File: src/pfm_pkg.sv
// Constants shared by the period and frequency measurement block
// Assumes a single 125 MHz clock and an Avalon-MM register master
package pfm_pkg;
	// Clock and timebase
	localparam int CLK_PERIOD_NS = 8;
	localparam int FINE_TICK_NS = 60;
	localparam int TMO_UNIT_NS = 10_000_000;
	localparam int TMO_UNIT_CYC = TMO_UNIT_NS / CLK_PERIOD_NS;
	localparam logic [6:0] ACC_STEP = 7'(CLK_PERIOD_NS);
	localparam logic [6:0] ACC_WRAP = 7'(FINE_TICK_NS);
	// Register byte offsets
	localparam logic [7:0] OFS_CTRL = 8'h00;
	localparam logic [7:0] OFS_STATUS = 8'h04;
	localparam logic [7:0] OFS_OPTION = 8'h08;
	localparam logic [7:0] OFS_CHANNEL = 8'h0c;
	localparam logic [7:0] OFS_CYCLES = 8'h10;
	localparam logic [7:0] OFS_TIMEOUT = 8'h14;
	localparam logic [7:0] OFS_REPS = 8'h18;
	localparam logic [7:0] OFS_MULT = 8'h1c;
	localparam logic [7:0] OFS_OFFSET = 8'h20;
	localparam logic [7:0] OFS_RESULT = 8'h40;
	localparam int RESULT_DEPTH = 16;
	// Field positions
	localparam int CTRL_START_BIT = 0;
	localparam int STAT_BUSY_BIT = 0;
	localparam int STAT_DONE_BIT = 1;
	localparam int STAT_BADRANGE_BIT = 2;
	// Option code decode: tens digit selects output, units digit range
	localparam logic [7:0] OPT_FREQ_BASE = 8'h0a;
	localparam logic [7:0] OPT_LIMIT = 8'h14;
	localparam logic [3:0] RANGE_MIN = 4'h1;
	localparam logic [3:0] RANGE_MAX = 4'h4;
	// Reset values
	localparam logic [7:0] OPTION_RST = 8'h01;
	localparam logic [15:0] CYCLES_RST = 16'h0001;
	localparam logic [15:0] TIMEOUT_RST = 16'h0064;
	localparam logic [4:0] REPS_RST = 5'h01;
	localparam logic [31:0] MULT_RST = 32'h0001_0000;
	// Arithmetic: results are signed Q24.8, multiplier Q16.16
	localparam int RES_FRAC = 8;
	localparam int MULT_FRAC = 16;
	localparam logic [31:0] NS_PER_US = 32'h0000_03e8;
	localparam logic [31:0] FREQ_SCALE = 32'h000f_4240;
	localparam logic [31:0] ERR_VALUE = 32'hfe79_6100;
	localparam logic [31:0] SAT_MAX = 32'h7fff_ffff;
	localparam int DIV_STEPS = 64;
endpackage

File: src/pfm_tb_if.sv
// Timebase link between the measurement core and its tick generator
// Assumes both ends share the one system clock
`timescale 1ns/1ns
interface pfm_tb_if;
	logic restart;
	logic tick_fine;
	logic tick_tmo;
	modport ctl (output restart, input tick_fine, input tick_tmo);
	modport gen (input restart, output tick_fine, output tick_tmo);
endinterface

File: src/pfm_measure.sv
// Period or frequency measurement engine with Avalon-MM registers
// Assumes ZC inputs are synchronous zero-crossing comparator levels
//
// Functional notes
// - Measure period on selected channel plus repetition index, microseconds
// - Option tens digit: period or kHz
// - Time all cycles on 60 ns timebase
// - Each repetition waits at most timeout
// - Timeout stores -99999 (Q24.8) instead of result
// - Range codes 1-4 select input gain
// - Cycles bounded at zero-threshold crossings
`timescale 1ns/1ns
module pfm_measure #(
	parameter int TMO_CYC = pfm_pkg::TMO_UNIT_CYC
) (
	// Clock and reset
	input wire logic CLK,
	input wire logic RESET,
	// Avalon-MM slave
	input wire logic [7:0] AVS_ADDRESS,
	input wire logic AVS_READ,
	input wire logic AVS_WRITE,
	input wire logic [31:0] AVS_WRITEDATA,
	output logic [31:0] AVS_READDATA,
	output logic AVS_WAITREQUEST,
	// Comparator levels, high above zero
	input wire logic [7:0] ZC,
	// Front end
	output logic [1:0] GAIN,
	output logic BUSY
);
	typedef enum logic [2:0] {ST_IDLE, ST_SETTLE, ST_ARM, ST_COUNT, ST_DIV, ST_SCALE,
		ST_STORE} pfm_state_e;

	pfm_tb_if tb();
	pfm_timebase #(.TMO_CYC(TMO_CYC)) u_tb (.CLK(CLK), .RESET(RESET), .tb(tb.gen));

	pfm_state_e state_r;
	logic [7:0] option_r;
	logic [2:0] channel_r;
	logic [15:0] cycles_r;
	logic [15:0] timeout_r;
	logic [4:0] reps_r;
	logic [31:0] mult_r;
	logic [31:0] offset_r;
	logic [31:0] result_mem [pfm_pkg::RESULT_DEPTH];
	logic done_r;
	logic badrange_r;
	logic [4:0] rep_r;
	logic [15:0] seen_r;
	logic [31:0] ticks_r;
	logic [15:0] tmo_r;
	logic zc_prev_r;
	logic [63:0] num_r;
	logic [40:0] rem_r;
	logic [39:0] den_r;
	logic [6:0] step_r;
	logic [31:0] value_r;
	logic restart_r;

	logic take_wr;
	logic start;
	logic freq_mode;
	logic [3:0] range_code;
	logic range_ok;
	logic zc_now;
	logic crossing;
	logic timed_out;
	logic [40:0] rem_shift;
	logic [63:0] product;
	logic [3:0] res_idx;

	assign take_wr = AVS_WRITE && !AVS_WAITREQUEST;
	assign start = take_wr && AVS_ADDRESS == pfm_pkg::OFS_CTRL
		&& AVS_WRITEDATA[pfm_pkg::CTRL_START_BIT] && state_r == ST_IDLE;
	assign freq_mode = option_r >= pfm_pkg::OPT_FREQ_BASE;
	assign range_code = freq_mode ? 4'(option_r - pfm_pkg::OPT_FREQ_BASE) : option_r[3:0];
	assign range_ok = option_r < pfm_pkg::OPT_LIMIT && range_code >= pfm_pkg::RANGE_MIN
		&& range_code <= pfm_pkg::RANGE_MAX;
	assign zc_now = ZC[3'(channel_r + 3'(rep_r))];
	assign crossing = zc_now && !zc_prev_r;
	assign timed_out = tmo_r >= timeout_r;
	assign rem_shift = {rem_r[39:0], num_r[63]};
	assign product = $signed(value_r) * $signed(mult_r);
	assign res_idx = rep_r[3:0];
	assign tb.restart = restart_r;

	// Avalon handshake: one wait state per access
	always_ff @(posedge CLK) begin
		if (RESET) begin
			AVS_WAITREQUEST <= 1'b1;
			AVS_READDATA <= '0;
		end else if ((AVS_READ || AVS_WRITE) && AVS_WAITREQUEST) begin
			AVS_WAITREQUEST <= 1'b0;
			AVS_READDATA <= '0;
			if (AVS_READ) begin
				unique case (AVS_ADDRESS)
				pfm_pkg::OFS_STATUS: begin
					AVS_READDATA[pfm_pkg::STAT_BUSY_BIT] <= state_r != ST_IDLE;
					AVS_READDATA[pfm_pkg::STAT_DONE_BIT] <= done_r;
					AVS_READDATA[pfm_pkg::STAT_BADRANGE_BIT] <= badrange_r;
				end
				pfm_pkg::OFS_OPTION: AVS_READDATA <= 32'(option_r);
				pfm_pkg::OFS_CHANNEL: AVS_READDATA <= 32'(channel_r);
				pfm_pkg::OFS_CYCLES: AVS_READDATA <= 32'(cycles_r);
				pfm_pkg::OFS_TIMEOUT: AVS_READDATA <= 32'(timeout_r);
				pfm_pkg::OFS_REPS: AVS_READDATA <= 32'(reps_r);
				pfm_pkg::OFS_MULT: AVS_READDATA <= mult_r;
				pfm_pkg::OFS_OFFSET: AVS_READDATA <= offset_r;
				default: begin
					if (AVS_ADDRESS >= pfm_pkg::OFS_RESULT && AVS_ADDRESS[1:0] == 2'h0) begin
						AVS_READDATA <= result_mem[AVS_ADDRESS[5:2]];
					end
				end
				endcase
			end
		end else begin
			AVS_WAITREQUEST <= 1'b1;
		end
	end

	// Configuration registers, ignored while busy
	always_ff @(posedge CLK) begin
		if (RESET) begin
			option_r <= pfm_pkg::OPTION_RST;
			channel_r <= '0;
			cycles_r <= pfm_pkg::CYCLES_RST;
			timeout_r <= pfm_pkg::TIMEOUT_RST;
			reps_r <= pfm_pkg::REPS_RST;
			mult_r <= pfm_pkg::MULT_RST;
			offset_r <= '0;
		end else if (take_wr && state_r == ST_IDLE) begin
			unique case (AVS_ADDRESS)
			pfm_pkg::OFS_OPTION: option_r <= AVS_WRITEDATA[7:0];
			pfm_pkg::OFS_CHANNEL: channel_r <= AVS_WRITEDATA[2:0];
			pfm_pkg::OFS_CYCLES: cycles_r <= AVS_WRITEDATA[15:0];
			pfm_pkg::OFS_TIMEOUT: timeout_r <= AVS_WRITEDATA[15:0];
			pfm_pkg::OFS_REPS: reps_r <= AVS_WRITEDATA[4:0];
			pfm_pkg::OFS_MULT: mult_r <= AVS_WRITEDATA;
			pfm_pkg::OFS_OFFSET: offset_r <= AVS_WRITEDATA;
			default: ;
			endcase
		end
	end

	always_ff @(posedge CLK) begin
		if (RESET) begin
			GAIN <= '0;
			BUSY <= 1'b0;
		end else begin
			GAIN <= range_ok ? 2'(range_code - pfm_pkg::RANGE_MIN) : 2'h0;
			BUSY <= state_r != ST_IDLE;
		end
	end

	// Edge history of selected channel plus repetition index
	always_ff @(posedge CLK) begin
		if (RESET) begin
			zc_prev_r <= 1'b0;
		end else begin
			zc_prev_r <= zc_now;
		end
	end

	// Sequencer
	always_ff @(posedge CLK) begin
		if (RESET) begin
			state_r <= ST_IDLE;
			done_r <= 1'b0;
			badrange_r <= 1'b0;
			rep_r <= '0;
			seen_r <= '0;
			ticks_r <= '0;
			tmo_r <= '0;
			num_r <= '0;
			rem_r <= '0;
			den_r <= '0;
			step_r <= '0;
			value_r <= '0;
			restart_r <= 1'b0;
		end else begin
			restart_r <= 1'b0;
			unique case (state_r)
			ST_IDLE: begin
				if (start) begin
					done_r <= 1'b0;
					badrange_r <= !range_ok;
					rep_r <= '0;
					restart_r <= 1'b1;
					tmo_r <= '0;
					state_r <= ST_SETTLE;
				end
			end
			ST_SETTLE: begin
				seen_r <= '0;
				ticks_r <= '0;
				state_r <= ST_ARM;
			end
			ST_ARM: begin
				if (tb.tick_tmo) begin
					tmo_r <= tmo_r + 16'h0001;
				end
				if (timed_out || !range_ok || cycles_r == '0) begin
					value_r <= pfm_pkg::ERR_VALUE;
					state_r <= ST_STORE;
				end else if (crossing) begin
					state_r <= ST_COUNT;
				end
			end
			ST_COUNT: begin
				if (tb.tick_tmo) begin
					tmo_r <= tmo_r + 16'h0001;
				end
				// count fine ticks over all cycles
				if (tb.tick_fine) begin
					ticks_r <= ticks_r + 32'h0000_0001;
				end
				if (timed_out) begin
					value_r <= pfm_pkg::ERR_VALUE;
					state_r <= ST_STORE;
				end else if (crossing && seen_r == cycles_r - 16'h0001) begin
					if (freq_mode) begin
						num_r <= 64'(cycles_r) * 64'(pfm_pkg::FREQ_SCALE) << pfm_pkg::RES_FRAC;
						den_r <= 40'(ticks_r) * 40'(pfm_pkg::FINE_TICK_NS);
					end else begin
						num_r <= 64'(ticks_r) * 64'(pfm_pkg::FINE_TICK_NS) << pfm_pkg::RES_FRAC;
						den_r <= 40'(cycles_r) * 40'(pfm_pkg::NS_PER_US);
					end
					rem_r <= '0;
					step_r <= '0;
					state_r <= ST_DIV;
				end else if (crossing) begin
					seen_r <= seen_r + 16'h0001;
				end
			end
			ST_DIV: begin
				if (den_r == '0) begin
					value_r <= pfm_pkg::ERR_VALUE;
					state_r <= ST_STORE;
				end else if (step_r == 7'(pfm_pkg::DIV_STEPS)) begin
					value_r <= num_r > 64'(pfm_pkg::SAT_MAX) ? pfm_pkg::SAT_MAX : num_r[31:0];
					state_r <= ST_SCALE;
				end else begin
					if (rem_shift >= {1'b0, den_r}) begin
						rem_r <= rem_shift - {1'b0, den_r};
						num_r <= {num_r[62:0], 1'b1};
					end else begin
						rem_r <= rem_shift;
						num_r <= {num_r[62:0], 1'b0};
					end
					step_r <= step_r + 7'h01;
				end
			end
			ST_SCALE: begin
				value_r <= 32'(product >>> pfm_pkg::MULT_FRAC) + offset_r;
				state_r <= ST_STORE;
			end
			ST_STORE: begin
				if (rep_r + 5'h01 >= reps_r || rep_r + 5'h01 >= 5'(pfm_pkg::RESULT_DEPTH)) begin
					done_r <= 1'b1;
					state_r <= ST_IDLE;
				end else begin
					rep_r <= rep_r + 5'h01;
					restart_r <= 1'b1;
					tmo_r <= '0;
					state_r <= ST_SETTLE;
				end
			end
			endcase
		end
	end

	always_ff @(posedge CLK) begin
		if (state_r == ST_STORE) begin
			result_mem[res_idx] <= value_r;
		end
	end
endmodule

File: src/pfm_timebase.sv
// Fine 60 ns tick and coarse timeout tick generator
// Assumes CLK at 125 MHz; restart realigns both tick phases
`timescale 1ns/1ns
module pfm_timebase #(
	parameter int TMO_CYC = pfm_pkg::TMO_UNIT_CYC
) (
	// Clock and reset
	input wire logic CLK,
	input wire logic RESET,
	// Tick link
	pfm_tb_if.gen tb
);
	logic [6:0] acc_r;
	logic [31:0] tmo_cnt_r;

	always_ff @(posedge CLK) begin
		if (RESET || tb.restart) begin
			acc_r <= '0;
			tb.tick_fine <= 1'b0;
		end else if (acc_r + pfm_pkg::ACC_STEP >= pfm_pkg::ACC_WRAP) begin
			acc_r <= acc_r + pfm_pkg::ACC_STEP - pfm_pkg::ACC_WRAP;
			tb.tick_fine <= 1'b1;
		end else begin
			acc_r <= acc_r + pfm_pkg::ACC_STEP;
			tb.tick_fine <= 1'b0;
		end
	end

	always_ff @(posedge CLK) begin
		if (RESET || tb.restart) begin
			tmo_cnt_r <= '0;
			tb.tick_tmo <= 1'b0;
		end else if (tmo_cnt_r == 32'(TMO_CYC - 1)) begin
			tmo_cnt_r <= '0;
			tb.tick_tmo <= 1'b1;
		end else begin
			tmo_cnt_r <= tmo_cnt_r + 32'h0000_0001;
			tb.tick_tmo <= 1'b0;
		end
	end
endmodule

File: config.mk
export PLATFORM = sky130hd
export DESIGN_NAME = pfm_measure
export DESIGN_NICKNAME = d
export VERILOG_FILES = /design/src/pfm_pkg.sv /design/src/pfm_tb_if.sv /design/src/pfm_measure.sv /design/src/pfm_timebase.sv
export SDC_FILE = /design/constraint.sdc
export NUM_CORES = 2
export LEC_CHECK = 0
export BUFFER_PORTS_ARGS = -buffer_cell sky130_fd_sc_hd__buf_2
export CAP_MARGIN = 40
export CORE_ASPECT_RATIO = 0.6
export CORE_MARGIN = 3
export CORE_UTILIZATION = 40
export DETAILED_ROUTE_END_ITERATION = 10
export GPL_TIMING_DRIVEN = 0
export PLACE_DENSITY = 0.58
export SLEW_MARGIN = 20
export SYNTH_ARGS = -nofsm -noshare
export SYNTH_HDL_FRONTEND = slang
export SYNTH_SLANG_ARGS = --single-unit
File: constraint.sdc
create_clock -name CLK -period 16.4 [get_ports CLK]
set_input_delay 0 -clock CLK [delete_from_list [all_inputs] [get_ports CLK]]
set_output_delay 0 -clock CLK [all_outputs]
set_load 0.01 [all_outputs]
# --- Word level (Yosys, flattened, before mapping) ---
# Memory sizes are Yosys's and may differ from the RTL's.
# Cells that the tools add are included.
classes:
  n_addsub: 14
  bitwise_logic: 2
  n_mux: 66
  reduce_logical: 51
  magnitude_cmp: 12
  n_eq_ne: 33
  mul: 5
op_table:
  columns: ["op", "n"]
  rows:
  - ["$mux 32", 8]
  - ["$mux 64", 4]
  - ["$pmux 29 s7", 1]
  - ["$mux 40", 5]
  - ["$pmux 32 s4", 1]
  - ["$pmux 64 s2", 1]
  - ["$mux 16", 6]
  - ["$pmux 40 s2", 1]
  - ["$mul 32x4->36 const B", 2]
  - ["$add 32x1->32 const B", 2]
  - ["$gt 64x31->1 const B", 1]
  - ["$pmux 32 s2", 1]
  - ["$mul 32x32->48", 1]
  - ["$pmux 16 s3", 1]
  - ["$mux 46", 1]
  - ["$ge 41x40->1", 1]
  - ["$logic_not 40->1", 1]
  - ["$sub 40x40->40", 1]
  - ["$mux 38", 1]
  - ["$mux 7", 5]
  - ["$add 16x1->16 const B", 2]
  - ["$add 32x32->32", 1]
  - ["$eq 32x21->1 const B", 1]
  - ["$eq 8x5->1 const B", 4]
  - ["other kinds (58)", 130]
totals:
  mem_count: 1
  register_bits: 448
  ramBits: 512
  output_inout_bits: 36
mem_list:
  columns: ["memory", "depth", "width", "rd", "rd_ports_with_merged_regs", "wr", "line", "source"]
  rows:
  - ["result_mem", 16, 32, 1, 0, 1, "pfm_measure.sv:46", "logic [31:0] result_mem [pfm_pkg::RESULT_DEPTH];"]

# --- Logic depth before layout (Yosys ltp) ---
depth:
  ltp_word: 10
  ltp_mapped: 41
  depth_no_buf: 39

# --- Hierarchy ---
# A second synthesis with hierarchy kept.
unflattened:
  hier_cells: 7759
  hier_area_um2: 80342.1
modules_own_cells:
  columns: ["mod", "cells_per_inst", "area_each_um2", "instances"]
  rows:
  - ["pfm_measure", 7561, 78531.6, 1]
  - ["pfm_timebase", 198, 1810.5, 1]

# --- Worst setup path before layout ---
# No wires, ideal clock.
synth_path:
  path_type: "flip-flop to flip-flop"
  start: "reg value_r[12]"
  end: "reg value_r[29]"
  setup_ps: 123
  path_buffers: 2
  path_stages_with_launch: 40
  t_required_ps: 16277
  slack_ps: 6968
  arrival_ps: 9309
  path_cell_list: "dfxtp_1 > clkbuf_1 > and2_1 > fa_1 > fa_1 > fa_1 > inv_1 > fa_1 > inv_1 > fa_1 > inv_1 > fa_1 > inv_1 > fa_1 > inv_1 > fa_1 > inv_1 > ha_1 > [4 not listed] > a31oi_1 > nor2b_1 > nor2_1 > nor2b_1 > nor2_1 > xnor2_1 > ha_1 > clkbuf_1 > o21ai_0 > a2111oi_0 > nand2_1 > o221ai_1 > o2111ai_1 > a31oi_1 > a31oi_1 > xnor2_1 > a221oi_1 > nor2_1"
synth_via:
  elab_chain_cells: 3
synth_lines:
  columns: ["item", "line", "source"]
  rows:
  - ["from (decl)", "pfm_measure.sv:58", "logic [31:0] value_r;"]
  - ["from (signal assigned)", "pfm_measure.sv:204", "value_r <= pfm_pkg::ERR_VALUE;"]
  - ["from (signal assigned)", "pfm_measure.sv:219", "value_r <= pfm_pkg::ERR_VALUE;"]
  - ["from (signal assigned)", "pfm_measure.sv:238", "value_r <= pfm_pkg::ERR_VALUE;"]
  - ["$mul 32x32->48", "pfm_measure.sv:84", "assign product = $signed(value_r) * $signed(mult_r);"]
  - ["$add 32x32->32", "pfm_measure.sv:255", "value_r <= 32'(product >>> pfm_pkg::MULT_FRAC) + offset_r;"]
  - ["$pmux 32 s4", "pfm_measure.sv:183", "unique case (state_r)"]
# Every way passes these cells.
# A chain may end at the register's enable or synchronous reset.

# --- Worst setup path in the final report ---
layout_path:
  start: "reg mult_r[7]"
  end: "reg value_r[29]"
layout_via:
  elab_chain_cells: 3
layout_lines:
  columns: ["item", "line", "source"]
  rows:
  - ["from (decl)", "pfm_measure.sv:44", "logic [31:0] mult_r;"]
  - ["from (signal assigned)", "pfm_measure.sv:130", "mult_r <= pfm_pkg::MULT_RST;"]
  - ["$mul 32x32->48", "pfm_measure.sv:84", null]
  - ["$add 32x32->32", "pfm_measure.sv:255", null]
  - ["$pmux 32 s4", "pfm_measure.sv:183", null]
  - ["to (signal assigned)", "pfm_measure.sv:204", null]
  - ["to (signal assigned)", "pfm_measure.sv:219", null]
  - ["to (signal assigned)", "pfm_measure.sv:255", null]
# Every way passes these cells.

==> impl_results.md <==
* Final Setup Violations at 0
* Initial Util at 40.5%
* Syn_nets at 9,273
* Root Buffer Master: clkbuf_16
* Num ports at 88
* Total gr overflow at 0
* Worst slack, placed at 4.88 ns
* First-pass GRT wire length at 441,000 µm
* Vias in the first global route at 59,700
* Pwr/cell area at 54.1 nW/µm²
* # H-tree levels at 3
* Antenna violations before repair at 43
* Async S/R FF share, synth at 0%
* RR Endpoint: value_r[29]$_SDFFE_PP0P_
* Layout area overhead at 12.4%
* Buf/Inv on CP at 8
* LEAKAGE at 38.4 nW
* Nets at 9,689
* Final hold viol count at 0
* #FFs+latches synth at 954
* Top delay family on crit path: adder cells
* Layout cells sized above 1 at 8.58%
* Routed WL at 310,000 µm
* Worst Skew at 0.0694 ns
* CTS sink count at 954
* Antenna Nets Post-Route at 0
* Reg-to-Reg Start: mult_r[7]$_SDFFE_PP0P_
* Gr usage total at 29.8%
* Number of CTS-inserted buffers at 86
* Fin worst setup slack at 4.61 ns
* CP startpoint kind: flop
* DR iter-0 viols at 8,796
* Peak VDD IR at 81.4 µV
* Clock latency at the later pin of the worst-skew pair at 0.72 ns
* Worst R2R Setup Slack at 4.61 ns
* Total number of vias at 61,900
* Area of the multi-input gates at 50,600 µm²
* Worst hold start: AVS_WRITEDATA[22]
* CTS tree: yes
* Worst slew pin tran at 1.04 ns
* Crit path max fanout at 10
* FF-to-FF path depth at 39
* Final Power at 4.88 mW
* Flop pwr share at 51.2%
* Post-synth top area share at 24.8%
* IO Port Bufs at 83
* Post-CTS setup buffers at 0
* Worst path most repeated cell: fa_1
* Setup repair after global routing missed its margin: no
* Normalized max-slew margin at 30.4%
* MaxCap Viol Count at 0
* Clock Pin Slew Worst Setup and Hold Paths at 0.08 ns
* Yosys top cell by area: fa_1
* Int Power at 3.72 mW
* Die width at 584 µm
* CP max stage delay at 0.75 ns
* Distinct cells, synth at 90
* Crit-path slowest cell: clkbuf_1
* Power share of the clock group at 44.7%
* Worst Hold Slack at 0.139 ns
* Most used flip-flop cell after synthesis: edfxtp_1
* Combinational group share of total power at 4.1%
* Max frequency at 84.8 MHz
* Critical path class: flop to flop
* Worst Hold Path EP: mult_r[22]$_SDFFE_PP0P_
* Initial DRT Pass Iterations at 8
* Row Count at 126
* Slew Limit Fails at 0
* Post-synth EDFFs at 512
* Largest buffer count on any clock path at 3
* Post-layout util at 45.5%
* Worst min-delay path class: input pin to flop
* Die Y at 353 µm
* Final Cycle Share at 71.9%
* DP HPWL at 256,000 µm
* Largest net degree at the start of global routing at 25
* Routed WL per cell at 28.5 µm
* Critical path required time at 16.96 ns
* Top cells by area, synth: fa_1, edfxtp_1, dfxtp_1
* Sw Ratio at 23.7%
* Tmin final at 11.79 ns
* Register area share after synthesis at 30.2%
* Mapped Cells at 7,726
* RD Place Congestion at 1.05
* Worst EP arrival at 12.34 ns
* Avg Cell Area, Syn at 10.4 µm²
* Syn. warnings at 0
* Outcome: finished, final reports clean
* P_sw at 1.16 mW
* Post-DR vias/cell at 5.69
* Core Region at 198,000 µm²
* DRC Markers at 0
* Total die area at 206,000 µm²
* WHS Path Cells at 4
* Fillers at 18,700
* Setup TNS Final at 0 ns
* Area of the mapped netlist at 80,200 µm²
* CP endpoint kind: flop
* Register area at 24,200 µm²
## per-stage QoR
stage / area, µm² / instances
finish: 90200 / 10900
global route: 90100 / 10800
CTS: 89700 / 10800
detailed placement: 86300 / 10600
global placement: 83900 / 10400
floorplan: 80200 / 7726
## power by group through the flow
stage | logic (mW) | clock network [mW] | registers (mW)
after floorplan | 0.0854 | 0 | 2.55
after global placement | 0.172 | 0 | 2.55
after detailed placement | 0.182 | 0 | 2.55
after CTS | 0.190 | 2.20 | 2.50
after global routing | 0.207 | 2.30 | 2.50
final | 0.200 | 2.18 | 2.50
## cell type report
class,instances,area share (%)
clock buffer,106,2.54
tap,2624,3.64
buffer,384,1.68
inverter,1088,4.53
antenna,36,0.0999
clock inverter,52,0.763
sequential,954,26.9
timing repair buffer,328,3.80
multi-input combinational,5300,56.1
## cells by family (layout without fill, tap and decap cells)
family / Yosys count / in the layout / synth area share [%]
AND/OR/NAND/NOR: 2252 / 2252 / 13.4
adder cells (fa/ha/maj): 1495 / 1495 / 32.6
buffers and inverters: 1472 / 1958 / 6.94
AO/OA/AOI/OAI: 1029 / 1029 / 8.19
flip-flops: 954 / 954 / 30.2
XOR/XNOR: 315 / 315 / 3.47
multiplexers: 209 / 209 / 5.16
other: 0 / 36 / 0
## state kept, by name (all words and copies together) (netlist names), 36 cells and up
register    flops
result_mem    512
rem_r          40
num_r          64
den_r          36
## cells in the final DEF, fill, tap and decap left out, types with 36 or more instances in the layout
cell	synthesis	routed
a21o_1	78	78
a21oi_1	371	371
a22oi_1	60	60
a31oi_1	45	45
and2_1	515	515
and3_1	38	38
buf_2	18	113
buf_6	1	95
buf_8	0	59
clkbuf_1	341	333
clkbuf_16	0	86
dfxtp_1	442	432
diode_2	0	36
dlygate4sd3_1	0	38
edfxtp_1	512	512
fa_1	995	995
ha_1	500	500
inv_1	1087	1087
mux2i_1	43	43
mux4_2	163	163
nand2_1	874	874
nand2b_1	40	40
nand3_1	107	107
nand4_1	38	38
nor2_1	408	394
nor2b_1	38	38
nor3_1	80	74
o21ai_0	182	181
xnor2_1	193	193
xor2_1	120	120
## how the worst max path moves through the flow
| stage | endpoint | slack [ns] | startpoint | depth (start not counted) |
|---|---|---|---|---|
| after floorplan | value_r[29]$_SDFFE_PP0P_ | 6.97 | value_r[12]$_SDFFE_PP0P_ | 39 |
| after global placement | value_r[29]$_SDFFE_PP0P_ | 3.69 | value_r[7]$_SDFFE_PP0P_ | 38 |
| after detailed placement | value_r[29]$_SDFFE_PP0P_ | 4.88 | value_r[14]$_SDFFE_PP0P_ | 39 |
| after CTS | value_r[29]$_SDFFE_PP0P_ | 4.82 | value_r[14]$_SDFFE_PP0P_ | 39 |
| after global routing | value_r[29]$_SDFFE_PP0P_ | 4.02 | value_r[8]$_SDFFE_PP0P_ | 41 |
| final | value_r[29]$_SDFFE_PP0P_ | 4.61 | mult_r[7]$_SDFFE_PP0P_ | 39 |
## metal layers
metal | vias up | share of wire, % | GRT usage [%]
li1 | 26300 | - | -
met2 | 3739 | 35 | 35.2
met5 | - | 0.0042 | 0
met1 | 31600 | 47 | 48.2
met4 | 2 | 1.7 | 5.09
met3 | 275 | 17 | 13.6
## synth_stat cells, drive strengths merged, types with 107 or more instances
cell type and n:
xor2 120, ha 500, nand2 874, xnor2 194, dfxtp 442, inv 1087, fa 995, a21oi 371
and2 516, o21ai 187, nand3 107, clkbuf 342, edfxtp 512, nor2 408, mux4 163
## what timing repair did
item	in CTS	in global routing
hold endpoints to repair	122	0
resized for setup	0	0
hold buffers	38	0
## tightest hold or removal path: stages
cell and delay (ns):
dlygate4sd3_1 0.53, buf_2 0.17, nand2_1 0.07, a21oi_1 0.05
Power figures use the tool's default switching activity.
